===== config.mk =====
export PLATFORM = sky130hd
export DESIGN_NAME = comparator_event_debouncer
export DESIGN_NICKNAME = d
export VERILOG_FILES = /design/src/logic/cmp_event_pkg.sv /design/src/logic/sync_two_ff.sv /design/src/logic/persist_filter.sv /design/src/logic/comparator_event_debouncer.sv
export SDC_FILE = /design/constraint.sdc
export NUM_CORES = 1
export LEC_CHECK = 0
export BUFFER_PORTS_ARGS = -buffer_cell sky130_fd_sc_hd__buf_2
export CORE_MARGIN = 8
export CORE_UTILIZATION = 48
export DETAILED_ROUTE_END_ITERATION = 16
export GPL_ROUTABILITY_DRIVEN = 0
export HOLD_SLACK_MARGIN = 0.05
export MAX_ROUTING_LAYER = met4
export PLACE_DENSITY = 0.87
export SLEW_MARGIN = 20
export SYNTH_ARGS = -nofsm -noshare
export SYNTH_HDL_FRONTEND = slang
export SYNTH_SLANG_ARGS = --single-unit

===== constraint.sdc =====
create_clock -name clk -period 1.7 [get_ports clk]
set_clock_uncertainty 0.1 [all_clocks]
set_input_delay 0.085 -clock clk [delete_from_list [all_inputs] [get_ports clk]]
set_output_delay 0.085 -clock clk [all_outputs]
set_load 0.1 [all_outputs]

===== src/logic/cmp_event_pkg.sv =====
// Constants and types for the comparator event logic
// How it works
// Source 00 samples comparator every clock
// Three debounce modes, edge modes only
// Debounce with source 00 uses Timer 1
// Resample after two Timer 1 overflows
// Matching resample sets flag, else discarded
// Flag lands one to two periods later
// Timer sampling needs four stable samples
// Connect bit drives analog input connection
// Software disconnects before changing muxes
// Mode condition plus enable sets flag
// Only software clears the event flag
// Interrupt enable bit 6 gates request
// Disabled forces output low, blocks flag
// Enabled makes analog pins input only
// Control register index 97h, resets zero
// Output high when positive input exceeds
// Source field picks clock or timer overflow
// Mode field encodes eight flag conditions
// Channel select picks inputs zero to three
package cmp_event_pkg;
    localparam int ADDR_W = 12;
    localparam int DATA_W = 32;
    localparam logic [7:0] CTRL_IDX = 8'h97;
    localparam logic [7:0] REF_IDX = 8'h98;
    localparam logic [7:0] STAT_IDX = 8'h99;
    localparam logic [7:0] CLR_IDX = 8'h9a;
    localparam logic [7:0] IE_IDX = 8'h9b;
    localparam logic [11:0] CTRL_ADDR = {2'h0, CTRL_IDX, 2'h0};
    localparam logic [11:0] REF_ADDR = {2'h0, REF_IDX, 2'h0};
    localparam logic [11:0] STAT_ADDR = {2'h0, STAT_IDX, 2'h0};
    localparam logic [11:0] CLR_ADDR = {2'h0, CLR_IDX, 2'h0};
    localparam logic [11:0] IE_ADDR = {2'h0, IE_IDX, 2'h0};
    localparam logic [7:0] CTRL_RESET = 8'h00;
    localparam logic [7:0] REF_RESET = 8'h00;
    localparam logic [7:0] IE_RESET = 8'h00;
    localparam int FLAG_BIT = 4;
    localparam int IRQ_CMP_BIT = 6;
    localparam int IRQ_REJ_BIT = 0;
    localparam logic [1:0] SRC_CLOCK = 2'h0;
    localparam logic [1:0] SRC_TIMER0 = 2'h1;
    localparam logic [1:0] SRC_TIMER1 = 2'h2;
    localparam logic [1:0] SRC_TIMER2 = 2'h3;
    localparam logic [2:0] MODE_LOW = 3'h0;
    localparam logic [2:0] MODE_RISE = 3'h1;
    localparam logic [2:0] MODE_TOG_DB = 3'h2;
    localparam logic [2:0] MODE_RISE_DB = 3'h3;
    localparam logic [2:0] MODE_FALL = 3'h4;
    localparam logic [2:0] MODE_TOG = 3'h5;
    localparam logic [2:0] MODE_FALL_DB = 3'h6;
    localparam logic [2:0] MODE_HIGH = 3'h7;
    localparam int PERSIST_SAMPLES = 4;
    localparam logic [1:0] DEB_OVERFLOWS = 2'h2;
    localparam int NUM_CHANNELS = 4;

    typedef struct packed {
        logic [1:0] positive_channel_select;
        logic input_connect;
        logic event_flag;
        logic comparator_enable;
        logic [2:0] flag_condition_mode;
    } ctrl_reg_t;

    typedef struct packed {
        logic [3:0] unused;
        logic [1:0] reference_select;
        logic [1:0] sampling_source_select;
    } ref_reg_t;

    typedef enum logic {DEB_IDLE, DEB_WAIT} deb_state_t;
endpackage : cmp_event_pkg


===== src/logic/sync_two_ff.sv =====
// Two flip-flop synchroniser for asynchronous levels
`timescale 1ns/10ps
module sync_two_ff #(
    parameter int WIDTH = 1
) (
    input wire logic clk,
    input wire logic rst_n,
    input wire logic [WIDTH-1:0] din,
    output logic [WIDTH-1:0] dout
);
    logic [WIDTH-1:0] meta_ff;
    logic [WIDTH-1:0] sync_ff;

    always_ff @(posedge clk or negedge rst_n) begin
        if (!rst_n) begin
            meta_ff <= '0;
            sync_ff <= '0;
        end else begin
            meta_ff <= din;
            sync_ff <= meta_ff;
        end
    end

    assign dout = sync_ff;
endmodule : sync_two_ff


===== src/logic/persist_filter.sv =====
// Accepts a level change only after consecutive agreeing samples
`timescale 1ns/10ps
module persist_filter #(
    parameter int COUNT = 4
) (
    input wire logic clk,
    input wire logic rst_n,
    input wire logic tick,
    input wire logic din,
    output logic dout
);
    localparam int CW = $clog2(COUNT + 1);
    localparam logic [CW-1:0] LAST = CW'(COUNT - 1);
    logic [CW-1:0] cnt_ff;
    logic [CW-1:0] nxt_cnt;
    logic out_ff;
    logic nxt_out;

    always_comb begin
        nxt_cnt = cnt_ff;
        nxt_out = out_ff;
        if (tick) begin
            if (din == out_ff) begin
                nxt_cnt = '0;
            end else if (cnt_ff == LAST) begin
                nxt_out = din;
                nxt_cnt = '0;
            end else begin
                nxt_cnt = cnt_ff + CW'(1);
            end
        end
    end

    always_ff @(posedge clk or negedge rst_n) begin
        if (!rst_n) begin
            cnt_ff <= '0;
            out_ff <= 1'b0;
        end else begin
            cnt_ff <= nxt_cnt;
            out_ff <= nxt_out;
        end
    end

    assign dout = out_ff;
endmodule : persist_filter


===== src/logic/comparator_event_debouncer.sv =====
// Comparator A event logic, debouncer and register slave
`timescale 1ns/10ps
module comparator_event_debouncer (
    input wire logic clk,
    input wire logic rst_n,
    input wire logic [cmp_event_pkg::ADDR_W-1:0] address,
    input wire logic read,
    input wire logic write,
    input wire logic [cmp_event_pkg::DATA_W-1:0] writedata,
    input wire logic [3:0] byteenable,
    output logic [cmp_event_pkg::DATA_W-1:0] readdata,
    output logic waitrequest,
    input wire logic comp_raw,
    input wire logic timer0_overflow,
    input wire logic timer1_overflow,
    input wire logic timer2_overflow,
    output logic comp_out,
    output logic input_connect,
    output logic [1:0] positive_channel_select,
    output logic [1:0] reference_select,
    output logic [3:0] digital_input_disable,
    output logic irq
);
    import cmp_event_pkg::*;

    // Reset release
    logic [1:0] rst_sync_ff;
    logic rst_q_n;
    always_ff @(posedge clk or negedge rst_n) begin
        if (!rst_n) begin
            rst_sync_ff <= 2'h0;
        end else begin
            rst_sync_ff <= {rst_sync_ff[0], 1'b1};
        end
    end
    assign rst_q_n = rst_sync_ff[1];

    // Comparator level, high when positive input exceeds negative
    logic comp_sync;
    sync_two_ff #(.WIDTH(1)) u_comp_sync (
        .clk(clk),
        .rst_n(rst_q_n),
        .din(comp_raw),
        .dout(comp_sync)
    );

    // Register state
    ctrl_reg_t ctrl_ff, nxt_ctrl;
    ref_reg_t ref_ff, nxt_ref;
    logic [7:0] ie_ff, nxt_ie;
    logic reject_ff, nxt_reject, wait_ff, nxt_wait;
    logic [DATA_W-1:0] rdata_ff, nxt_rdata;
    logic irq_ff, nxt_irq, comp_out_ff, nxt_comp_out;
    logic [3:0] dig_dis_ff, nxt_dig_dis;
    logic set_flag, set_reject;
    logic req, wr_take, flag_clr, rej_clr;
    logic [7:0] stat_view;

    assign req = read | write;
    assign wr_take = write & ~wait_ff & byteenable[0];
    assign stat_view = {1'b0, ctrl_ff.event_flag, 5'h00, reject_ff};
    assign flag_clr = wr_take & ((address == CTRL_ADDR
        && !writedata[FLAG_BIT])
        || (address == CLR_ADDR && writedata[IRQ_CMP_BIT]));
    assign rej_clr = wr_take & (address == CLR_ADDR) & writedata[IRQ_REJ_BIT];

    // Sampling source and persistence filter
    logic tick, tick_d_ff, nxt_tick_d, filt_out;
    logic clock_src;
    assign clock_src = (ref_ff.sampling_source_select == SRC_CLOCK);
    always_comb begin
        unique case (ref_ff.sampling_source_select)
            SRC_CLOCK: tick = 1'b1;
            SRC_TIMER0: tick = timer0_overflow;
            SRC_TIMER1: tick = timer1_overflow;
            SRC_TIMER2: tick = timer2_overflow;
        endcase
    end

    persist_filter #(.COUNT(PERSIST_SAMPLES)) u_persist (
        .clk(clk),
        .rst_n(rst_q_n),
        .tick(tick & ~clock_src),
        .din(comp_sync),
        .dout(filt_out)
    );

    // Sampled level and previous sample
    logic samp_ff, nxt_samp, prev_ff, nxt_prev, fresh_ff, nxt_fresh;
    logic en;
    assign en = ctrl_ff.comparator_enable;
    always_comb begin
        nxt_tick_d = tick & ~clock_src;
        nxt_samp = samp_ff;
        nxt_prev = prev_ff;
        nxt_fresh = 1'b0;
        if (!en) begin
            nxt_samp = 1'b0;
            nxt_prev = 1'b0;
        end else if (clock_src) begin
            nxt_samp = comp_sync;
            nxt_prev = samp_ff;
            nxt_fresh = 1'b1;
        end else if (tick_d_ff) begin
            nxt_samp = filt_out;
            nxt_prev = samp_ff;
            nxt_fresh = 1'b1;
        end
    end
    always_ff @(posedge clk or negedge rst_q_n) begin
        if (!rst_q_n) begin
            tick_d_ff <= 1'b0;
            samp_ff <= 1'b0;
            prev_ff <= 1'b0;
            fresh_ff <= 1'b0;
        end else begin
            tick_d_ff <= nxt_tick_d;
            samp_ff <= nxt_samp;
            prev_ff <= nxt_prev;
            fresh_ff <= nxt_fresh;
        end
    end

    // Flag condition decode
    logic rise, fall, tog, debounced, cond_hit, db_edge;
    assign rise = samp_ff & ~prev_ff;
    assign fall = ~samp_ff & prev_ff;
    assign tog = samp_ff ^ prev_ff;
    always_comb begin
        cond_hit = 1'b0;
        db_edge = 1'b0;
        unique case (ctrl_ff.flag_condition_mode)
            MODE_LOW: cond_hit = ~samp_ff;
            MODE_RISE: cond_hit = rise;
            MODE_TOG_DB: db_edge = tog;
            MODE_RISE_DB: db_edge = rise;
            MODE_FALL: cond_hit = fall;
            MODE_TOG: cond_hit = tog;
            MODE_FALL_DB: db_edge = fall;
            MODE_HIGH: cond_hit = samp_ff;
        endcase
        debounced = (ctrl_ff.flag_condition_mode == MODE_TOG_DB)
            || (ctrl_ff.flag_condition_mode == MODE_RISE_DB)
            || (ctrl_ff.flag_condition_mode == MODE_FALL_DB);
        if (debounced && !clock_src) begin
            cond_hit = db_edge;
        end
        cond_hit = cond_hit & fresh_ff & en;
    end

    // Debounce timing on Timer 1 overflows
    deb_state_t st_ff, nxt_st;
    logic [1:0] ovf_cnt_ff, nxt_ovf_cnt;
    logic expect_ff, nxt_expect;
    logic db_set, db_drop;
    always_comb begin
        nxt_st = st_ff;
        nxt_ovf_cnt = ovf_cnt_ff;
        nxt_expect = expect_ff;
        db_set = 1'b0;
        db_drop = 1'b0;
        unique case (st_ff)
            DEB_IDLE: begin
                if (debounced && clock_src && db_edge && fresh_ff && en) begin
                    nxt_st = DEB_WAIT;
                    nxt_ovf_cnt = 2'h0;
                    nxt_expect = samp_ff;
                end
            end
            DEB_WAIT: begin
                if (!en || !debounced || !clock_src) begin
                    nxt_st = DEB_IDLE;
                end else if (timer1_overflow) begin
                    if (ovf_cnt_ff + 2'h1 == DEB_OVERFLOWS) begin
                        nxt_st = DEB_IDLE;
                        db_set = (samp_ff == expect_ff);
                        db_drop = (samp_ff != expect_ff);
                    end else begin
                        nxt_ovf_cnt = ovf_cnt_ff + 2'h1;
                    end
                end
            end
        endcase
    end
    always_ff @(posedge clk or negedge rst_q_n) begin
        if (!rst_q_n) begin
            st_ff <= DEB_IDLE;
            ovf_cnt_ff <= 2'h0;
            expect_ff <= 1'b0;
        end else begin
            st_ff <= nxt_st;
            ovf_cnt_ff <= nxt_ovf_cnt;
            expect_ff <= nxt_expect;
        end
    end
    assign set_flag = cond_hit | db_set;
    assign set_reject = db_drop;

    // Register file and Avalon slave
    always_comb begin
        nxt_ctrl = ctrl_ff;
        nxt_ref = ref_ff;
        nxt_ie = ie_ff;
        nxt_reject = reject_ff;
        nxt_wait = 1'b1;
        nxt_rdata = rdata_ff;
        if (req && wait_ff) begin
            nxt_wait = 1'b0;
            unique case (address)
                CTRL_ADDR: nxt_rdata = {24'h0, ctrl_ff};
                REF_ADDR: nxt_rdata = {24'h0, ref_ff};
                STAT_ADDR: nxt_rdata = {24'h0, stat_view};
                IE_ADDR: nxt_rdata = {24'h0, ie_ff};
                default: nxt_rdata = 32'h0;
            endcase
        end
        if (wr_take) begin
            unique case (address)
                CTRL_ADDR: begin
                    nxt_ctrl = ctrl_reg_t'(writedata[7:0]);
                    nxt_ctrl.event_flag = ctrl_ff.event_flag;
                end
                REF_ADDR: nxt_ref = {4'h0, writedata[3:0]};
                IE_ADDR: nxt_ie = writedata[7:0];
                default: nxt_ie = ie_ff;
            endcase
        end
        if (flag_clr) begin
            nxt_ctrl.event_flag = 1'b0;
        end
        if (rej_clr) begin
            nxt_reject = 1'b0;
        end
        if (set_flag) begin
            nxt_ctrl.event_flag = 1'b1;
        end
        if (set_reject) begin
            nxt_reject = 1'b1;
        end
        nxt_irq = (nxt_ctrl.event_flag & nxt_ie[IRQ_CMP_BIT])
            | (nxt_reject & nxt_ie[IRQ_REJ_BIT]);
        nxt_dig_dis = {NUM_CHANNELS{nxt_ctrl.comparator_enable}};
        nxt_comp_out = nxt_ctrl.comparator_enable & nxt_samp;
    end
    always_ff @(posedge clk or negedge rst_q_n) begin
        if (!rst_q_n) begin
            ctrl_ff <= ctrl_reg_t'(CTRL_RESET);
            ref_ff <= ref_reg_t'(REF_RESET);
            ie_ff <= IE_RESET;
            reject_ff <= 1'b0;
            wait_ff <= 1'b1;
            rdata_ff <= 32'h0;
            irq_ff <= 1'b0;
            dig_dis_ff <= 4'h0;
            comp_out_ff <= 1'b0;
        end else begin
            ctrl_ff <= nxt_ctrl;
            ref_ff <= nxt_ref;
            ie_ff <= nxt_ie;
            reject_ff <= nxt_reject;
            wait_ff <= nxt_wait;
            rdata_ff <= nxt_rdata;
            irq_ff <= nxt_irq;
            dig_dis_ff <= nxt_dig_dis;
            comp_out_ff <= nxt_comp_out;
        end
    end

    assign readdata = rdata_ff;
    assign waitrequest = wait_ff;
    assign irq = irq_ff;
    assign comp_out = comp_out_ff;
    assign input_connect = ctrl_ff.input_connect;
    assign positive_channel_select = ctrl_ff.positive_channel_select;
    assign reference_select = ref_ff.reference_select;
    assign digital_input_disable = dig_dis_ff;
endmodule : comparator_event_debouncer


**Word level (Yosys, flattened, before mapping)**

Cells that the tools add are included.

- Add/subtract/negate cells: 2
- Eq/ne operators: 25
- Muxes and demuxes: 43
- Bitwise gates (word level): 23
- Reductions and logical operators: 25

Operator list:

| operator | number |
|---|---|
| 12-bit by 10-bit == test with 1-bit output (second input constant) | 5 |
| 8-bit one-hot mux with 4 select lines | 1 |
| 1-bit 2-to-1 mux | 27 |
| 7-bit 2-to-1 mux | 2 |
| 1-bit bitwise AND | 13 |
| 3-bit == test (second input constant) | 4 |
| 3-bit by 2-bit == test with 1-bit output (second input constant) | 3 |
| 1-bit logical AND | 8 |
| 2-bit 2-to-1 mux | 4 |
| 4-bit 2-to-1 mux | 2 |
| 2-bit inequality test (second input constant) | 4 |
| 2-bit AND reduction | 4 |
| 2-bit == test (second input constant) | 3 |
| 3-bit 2-to-1 mux | 2 |
| 1-bit NOT | 6 |
| 1-bit logical OR | 5 |
| 1-bit one-hot mux with 5 select lines | 1 |
| 1-bit logical NOT | 4 |
| 1-bit one-hot mux with 4 select lines | 1 |
| 2-bit one-hot mux with 2 select lines | 1 |
| 4-bit AND reduction | 1 |
| 3-bit by 1-bit adder with 3-bit output (second input constant) | 1 |
| 3-bit by 1-bit == test with 1-bit output (second input constant) | 1 |
| 3-bit logical NOT | 1 |
| other kinds (11) | 14 |

- Flip-flop bits (word level): 73
- Input port bits: 56
- Output and inout port bits: 44
- Logic and storage cells: 145

**Longest topological paths before layout**

- Depth in word-level cells: 12
- Gate-level depth with buffers: 7
- Mapped depth without buffers: 7

**Modules after synthesis**

From an unflattened synthesis, not the netlist that was laid out.

- Cell total of the unflattened synthesis: 238
- Area, all modules: 2561.2 sq um

By module, submodules not included:

| module | times used | cells an instance | area an instance (sq um) | sequential area each (sq um) |
|---|---|---|---|---|
| comparator_event_debouncer | 1 | 218 | 2311.0 | 1052.3 |
| persist_filter | 1 | 18 | 200.2 | 100.1 |
| sync_two_ff | 1 | 2 | 50.0 | 50.0 |

**Worst setup path after synthesis**

No wires, ideal clock.

- Path kind: flip-flop to flip-flop
- Start point: register wait_ff, in the netlist waitrequest
- End point: register irq_ff, in the netlist irq
- Library setup time: 0.121 ns
- Arrival time: 1.856 ns
- Required time: 1.479 ns
- Slack: -0.377 ns
- Stages on the path, launching flop included: 6
- Path buffers: 1
- Clock period less this slack: 2.077 ns
- Path through: dfstp_2 -> nand3b_1 -> or3b_1 -> buf_6 -> mux2_4 -> a22o_1

- Elaborated cells on any way between the ends: 14
- Those cells by class: 5 x mux; 9 x bitwise

RTL lines:

| item | RTL line | source |
|---|---|---|
| start, declared | comparator_event_debouncer.sv:51 | `logic reject_ff, nxt_reject, wait_ff, nxt_wait;` |
| start signal, assigned | comparator_event_debouncer.sv:261 | `wait_ff <= nxt_wait;` |
| 1-bit NOT | comparator_event_debouncer.sv:60 | `assign wr_take = write & ~wait_ff & byteenable[0];` |
| 1-bit bitwise AND (2 in a row) | comparator_event_debouncer.sv:60 |  |
| 7-bit 2-to-1 mux | comparator_event_debouncer.sv:217 | `if (wr_take) begin` |
| named net nxt_ie[0] | comparator_event_debouncer.sv:50 | `logic [7:0] ie_ff, nxt_ie;` |
| 1-bit bitwise AND | comparator_event_debouncer.sv:241 | `\| (nxt_reject & nxt_ie[IRQ_REJ_BIT]);` |
| 1-bit bitwise OR | comparator_event_debouncer.sv:241 |  |
| named net nxt_irq | comparator_event_debouncer.sv:53 | `logic irq_ff, nxt_irq, comp_out_ff, nxt_comp_out;` |
| end signal, assigned | comparator_event_debouncer.sv:263 | `irq_ff <= nxt_irq;` |
| end, declared | comparator_event_debouncer.sv:53 |  |

The timed path passes the listed nets, and every way through them passes these cells.
A chain may end at the register's enable or synchronous reset.

**Worst setup path after layout**

- Start point: register prev_ff
- End point: register ovf_cnt_ff[1]

- Word-level cells in the longest chain between the ends: 8
- Elaborated cells on any way between the ends: 10
- Those cells by class: 1 x eq/ne; 1 x mux; 4 x bitwise; 4 x reduce/logical

Ends and longest elaborated chain:

| item | RTL line | source |
|---|---|---|
| start, declared | comparator_event_debouncer.sv:89 | `logic samp_ff, nxt_samp, prev_ff, nxt_prev, fresh_ff, nxt_fresh;` |
| start signal, assigned | comparator_event_debouncer.sv:119 | `prev_ff <= nxt_prev;` |
| 1-bit NOT | comparator_event_debouncer.sv:126 | `assign rise = samp_ff & ~prev_ff;` |
| 1-bit bitwise AND | comparator_event_debouncer.sv:126 |  |
| 1-bit one-hot mux with 3 select lines * | comparator_event_debouncer.sv:132 | `unique case (ctrl_ff.flag_condition_mode)` |
| 1-bit logical AND * (3 in a row) | comparator_event_debouncer.sv:164 | `if (debounced && clock_src && db_edge && fresh_ff && en) begin` |
| 2-bit inequality test (no source line) * | -- |  |
| 4-bit AND reduction (no source line) * | -- |  |
| end signal, assigned | comparator_event_debouncer.sv:192 | `ovf_cnt_ff <= nxt_ovf_cnt;` |
| end, declared | comparator_event_debouncer.sv:153 | `logic [1:0] ovf_cnt_ff, nxt_ovf_cnt;` |

Mark *: on every way between the ends. The rest lies on a longest branch, timed or not.

==> results.yml <==
detailed_routing:
  dr.pass1.iters: 4
  route.met3.wl_um: 493
  highest_layer: "met4"
  wl_met1_um: 2450
  vias: 2006
  wl_per_cell_um: 15.8
  wirelength_um: 6020
  drc: 0
  drtIter0Drc: 105
  wl_met2_um: 2900
  drtAntennaViolNets: 0
  via_per_inst: 5.27
timing:
  fin_tns_setup_ns: -1.09
  fin_crit_ns: 1.92
  rsz0062_at_grt: "yes"
  fin_crit_sh: 1.13
  setup_viol: 13
  slew_violations: 0
  finalHoldViolations: 0
  fin_ws_ns: -0.218
  fmax_ghz: 0.522
finish:
  syn2layout_area_growth_pct: 28.7
  nets: 370
  final_common_cell: "buf_2"
  layout_common_cells: "buf_2, dfrtp_1, conb_1"
  antennaDiodeCount: 0
  final_util: 0.634
  drive_gt1_frac: 0.412
  final_cells: 381
cts:
  worst_skew_pair.late_latency_ns: 0.30
  path_clk_slew_ns: 0.08
  htree_num_levels: 2
  cts_buffers: 5
  clkSinkCount: 48
  cts_setup_buffers: 0
  cts_tree: "done"
  cts-root-buf: "clkbuf_8"
  clock_path_buffers: 2
yosys:
  netlist_area_mm2: 0.00250
  synthFlopType: "dfrtp_1"
  synth_seq_cells: 48
  synth-edff-count: 0
  synth_area_per_cell_um2: 10.9
  synth-seq-area-share: 0.481
  ys_warn_count: 0
  async_reset_ff_frac: 1.00
  synth_cells: 229
  synth_cell_type_count: 49
setup_path:
  path_class: "reg -> reg"
  required_ns: 1.79
  end_kind: "register"
  critPathArrivalTime_ns: 2.00
  slowest_delay_ns: 0.55
  crit_chain: "buf_6 -> inv_4 -> ha_4 -> nor2b_2 -> o31ai_2 -> or4b_4 -> nand3_2 -> o21ai_2"
  cp_max_fo: 5
  critical_path.slowest_cell: "or4b_4"
  cp-start-kind: "register"
global_routing:
  grt_max_degree: 26
  grt_pass1_vias: 2110
  antenna_found_initial: 0
  grt_use_total: 0.160
  grt_first_pass_wirelength_um: 9550
  grt_overflow: 0
floorplan:
  die_y_um: 88.2
  io_pins: 100
  die_w_um: 88.2
  die_area_mm2: 0.00778
  initial_utilization: 0.493
  core_mm2: 0.00507
  rows: 26
outcome:
  status: "finished, violations left"
  violations: "setup timing"
worst_hold_path:
  hold_path.class: "in -> reg"
placement:
  port_buffers: 48
  placed_cells: 360
  dp_slack_ns: -0.222
  hpwlAfterDp_um: 4480
power_and_ir_drop:
  p_leak_nw: 1.62
  power_density_mw_per_mm2: 685
  irDropWorstVdd_v: 0.000566
  finalPower_w: 0.00221
run:
  cap_violations: 0
-- path summary, 6_finish.rpt --
| path | cells past startpoint | start | slack [ns] | to |
|---|---|---|---|---|
| worst max-delay path | 8 | prev_ff$_DFFE_PN0P_ | -0.22 | ovf_cnt_ff[1]$_DFFE_PN0P_ |
| max in group asynchronous | 3 | rst_n | 0.84 | rst_sync_ff[1]$_DFF_PN0_ |
| worst min-delay path | 4 | address[0] | 0.1 | reject_ff$_DFF_PN0_ |
| worst min register to register | 0 | rst_sync_ff[1]$_DFF_PN0_ | 0.14 | reference_select[1]$_DFFE_PN0P_ |
| min in group asynchronous | 0 | rst_sync_ff[1]$_DFF_PN0_ | 0.14 | reference_select[1]$_DFFE_PN0P_ |
| worst max register to register | 8 | prev_ff$_DFFE_PN0P_ | -0.22 | ovf_cnt_ff[1]$_DFFE_PN0P_ |
-- synth_stat cells (2+ instances only) --
cell | number | share of area
nand3b_1 | 4 | 0.012
and2_1 | 2 | 0.0050
dfrtp_1 | 47 | 0.47
nand3_1 | 5 | 0.010
clkbuf_1 | 7 | 0.011
buf_4 | 32 | 0.096
mux2_4 | 2 | 0.012
a22o_1 | 3 | 0.011
nor2b_1 | 6 | 0.015
and4bb_1 | 2 | 0.010
o21ai_0 | 16 | 0.032
o31ai_1 | 4 | 0.012
and4_1 | 2 | 0.0070
nor2_1 | 5 | 0.0075
mux2_2 | 20 | 0.090
a222oi_1 | 3 | 0.012
or3b_1 | 2 | 0.0070
nand4_1 | 4 | 0.010
ha_1 | 4 | 0.020
conb_1 | 2 | 0.0030
a22oi_1 | 3 | 0.0090
inv_1 | 6 | 0.0090
nand2_1 | 22 | 0.033
-- cells by family after synthesis --
| logic type | Yosys count | share of synthesized area |
|---|---|---|
| multiplexers | 23 | 0.106 |
| flip-flops | 48 | 0.481 |
| adder cells (fa/ha/maj) | 4 | 0.0200 |
| AO/OA/AOI/OAI | 38 | 0.103 |
| buffers and inverters | 46 | 0.120 |
| other | 2 | 0.00300 |
| AND/OR/NAND/NOR | 66 | 0.161 |
| XOR/XNOR | 2 | 0.00700 |
-- through the flow --
step	hold WS, ns	instance area, um2
global placement	-0.230	2910
floorplan	-0.311	2620
detailed placement	-0.227	2910
finish	0.0993	3220
global route	0.131	3220
CTS	0.0943	3150
-- report_power, final --
part	switching (W)	internal, W	leakage, nW
clock	0.000352	0.000289	0.0422
combinational	0.000319	0.0000780	0.929
sequential	0.0000143	0.00115	0.647
total	0.000685	0.00152	1.62
-- metal layers --
metal,vias to the layer above,track usage
met3,20,0.0366
met1,982,0.181
met2,82,0.260
li1,922,-
met5,-,-
met4,0,0.0768
-- area by class of cell --
type / instances / area [um2]
well taps: 70 / 87.6
multi-input cells: 158 / 1190
clock buffers: 7 / 76.3
clock inverters: 1 / 5.00
flip-flops and latches: 48 / 1210
repair buffers: 91 / 627
inverters: 6 / 25.0
fillers: 418 / 1860
-- repair_timing --
item	CTS	global route
gates resized for setup	8	19
endpoints found under the hold margin	26	0
hold buffers	13	0
pin swaps	5	3
setup endpoints to repair	19	23
-- sequential cells by signal (all words and copies together), names as in the netlist, 2 cells and up --
| name | cells |
|---|---|
| ctrl_ff | 4 |
| rst_sync_ff | 2 |
| reference_select | 2 |
| u_persist.cnt_ff | 3 |
| positive_channel_select | 2 |
| readdata | 8 |
| ie_ff | 8 |
| ovf_cnt_ff | 2 |
| ref_ff | 2 |
-- critical path, delay by kind of cell, from the launching register on --
kind,cells,cell delay [ns]
buffers and inverters,2,0.19
DFF,1,0.43
adders and majority gates,1,0.11
AOI/OAI and AO/OA,2,0.29
and+or+nand+nor,3,0.68
No activity file was read; power rests on OpenSTA's default activity.
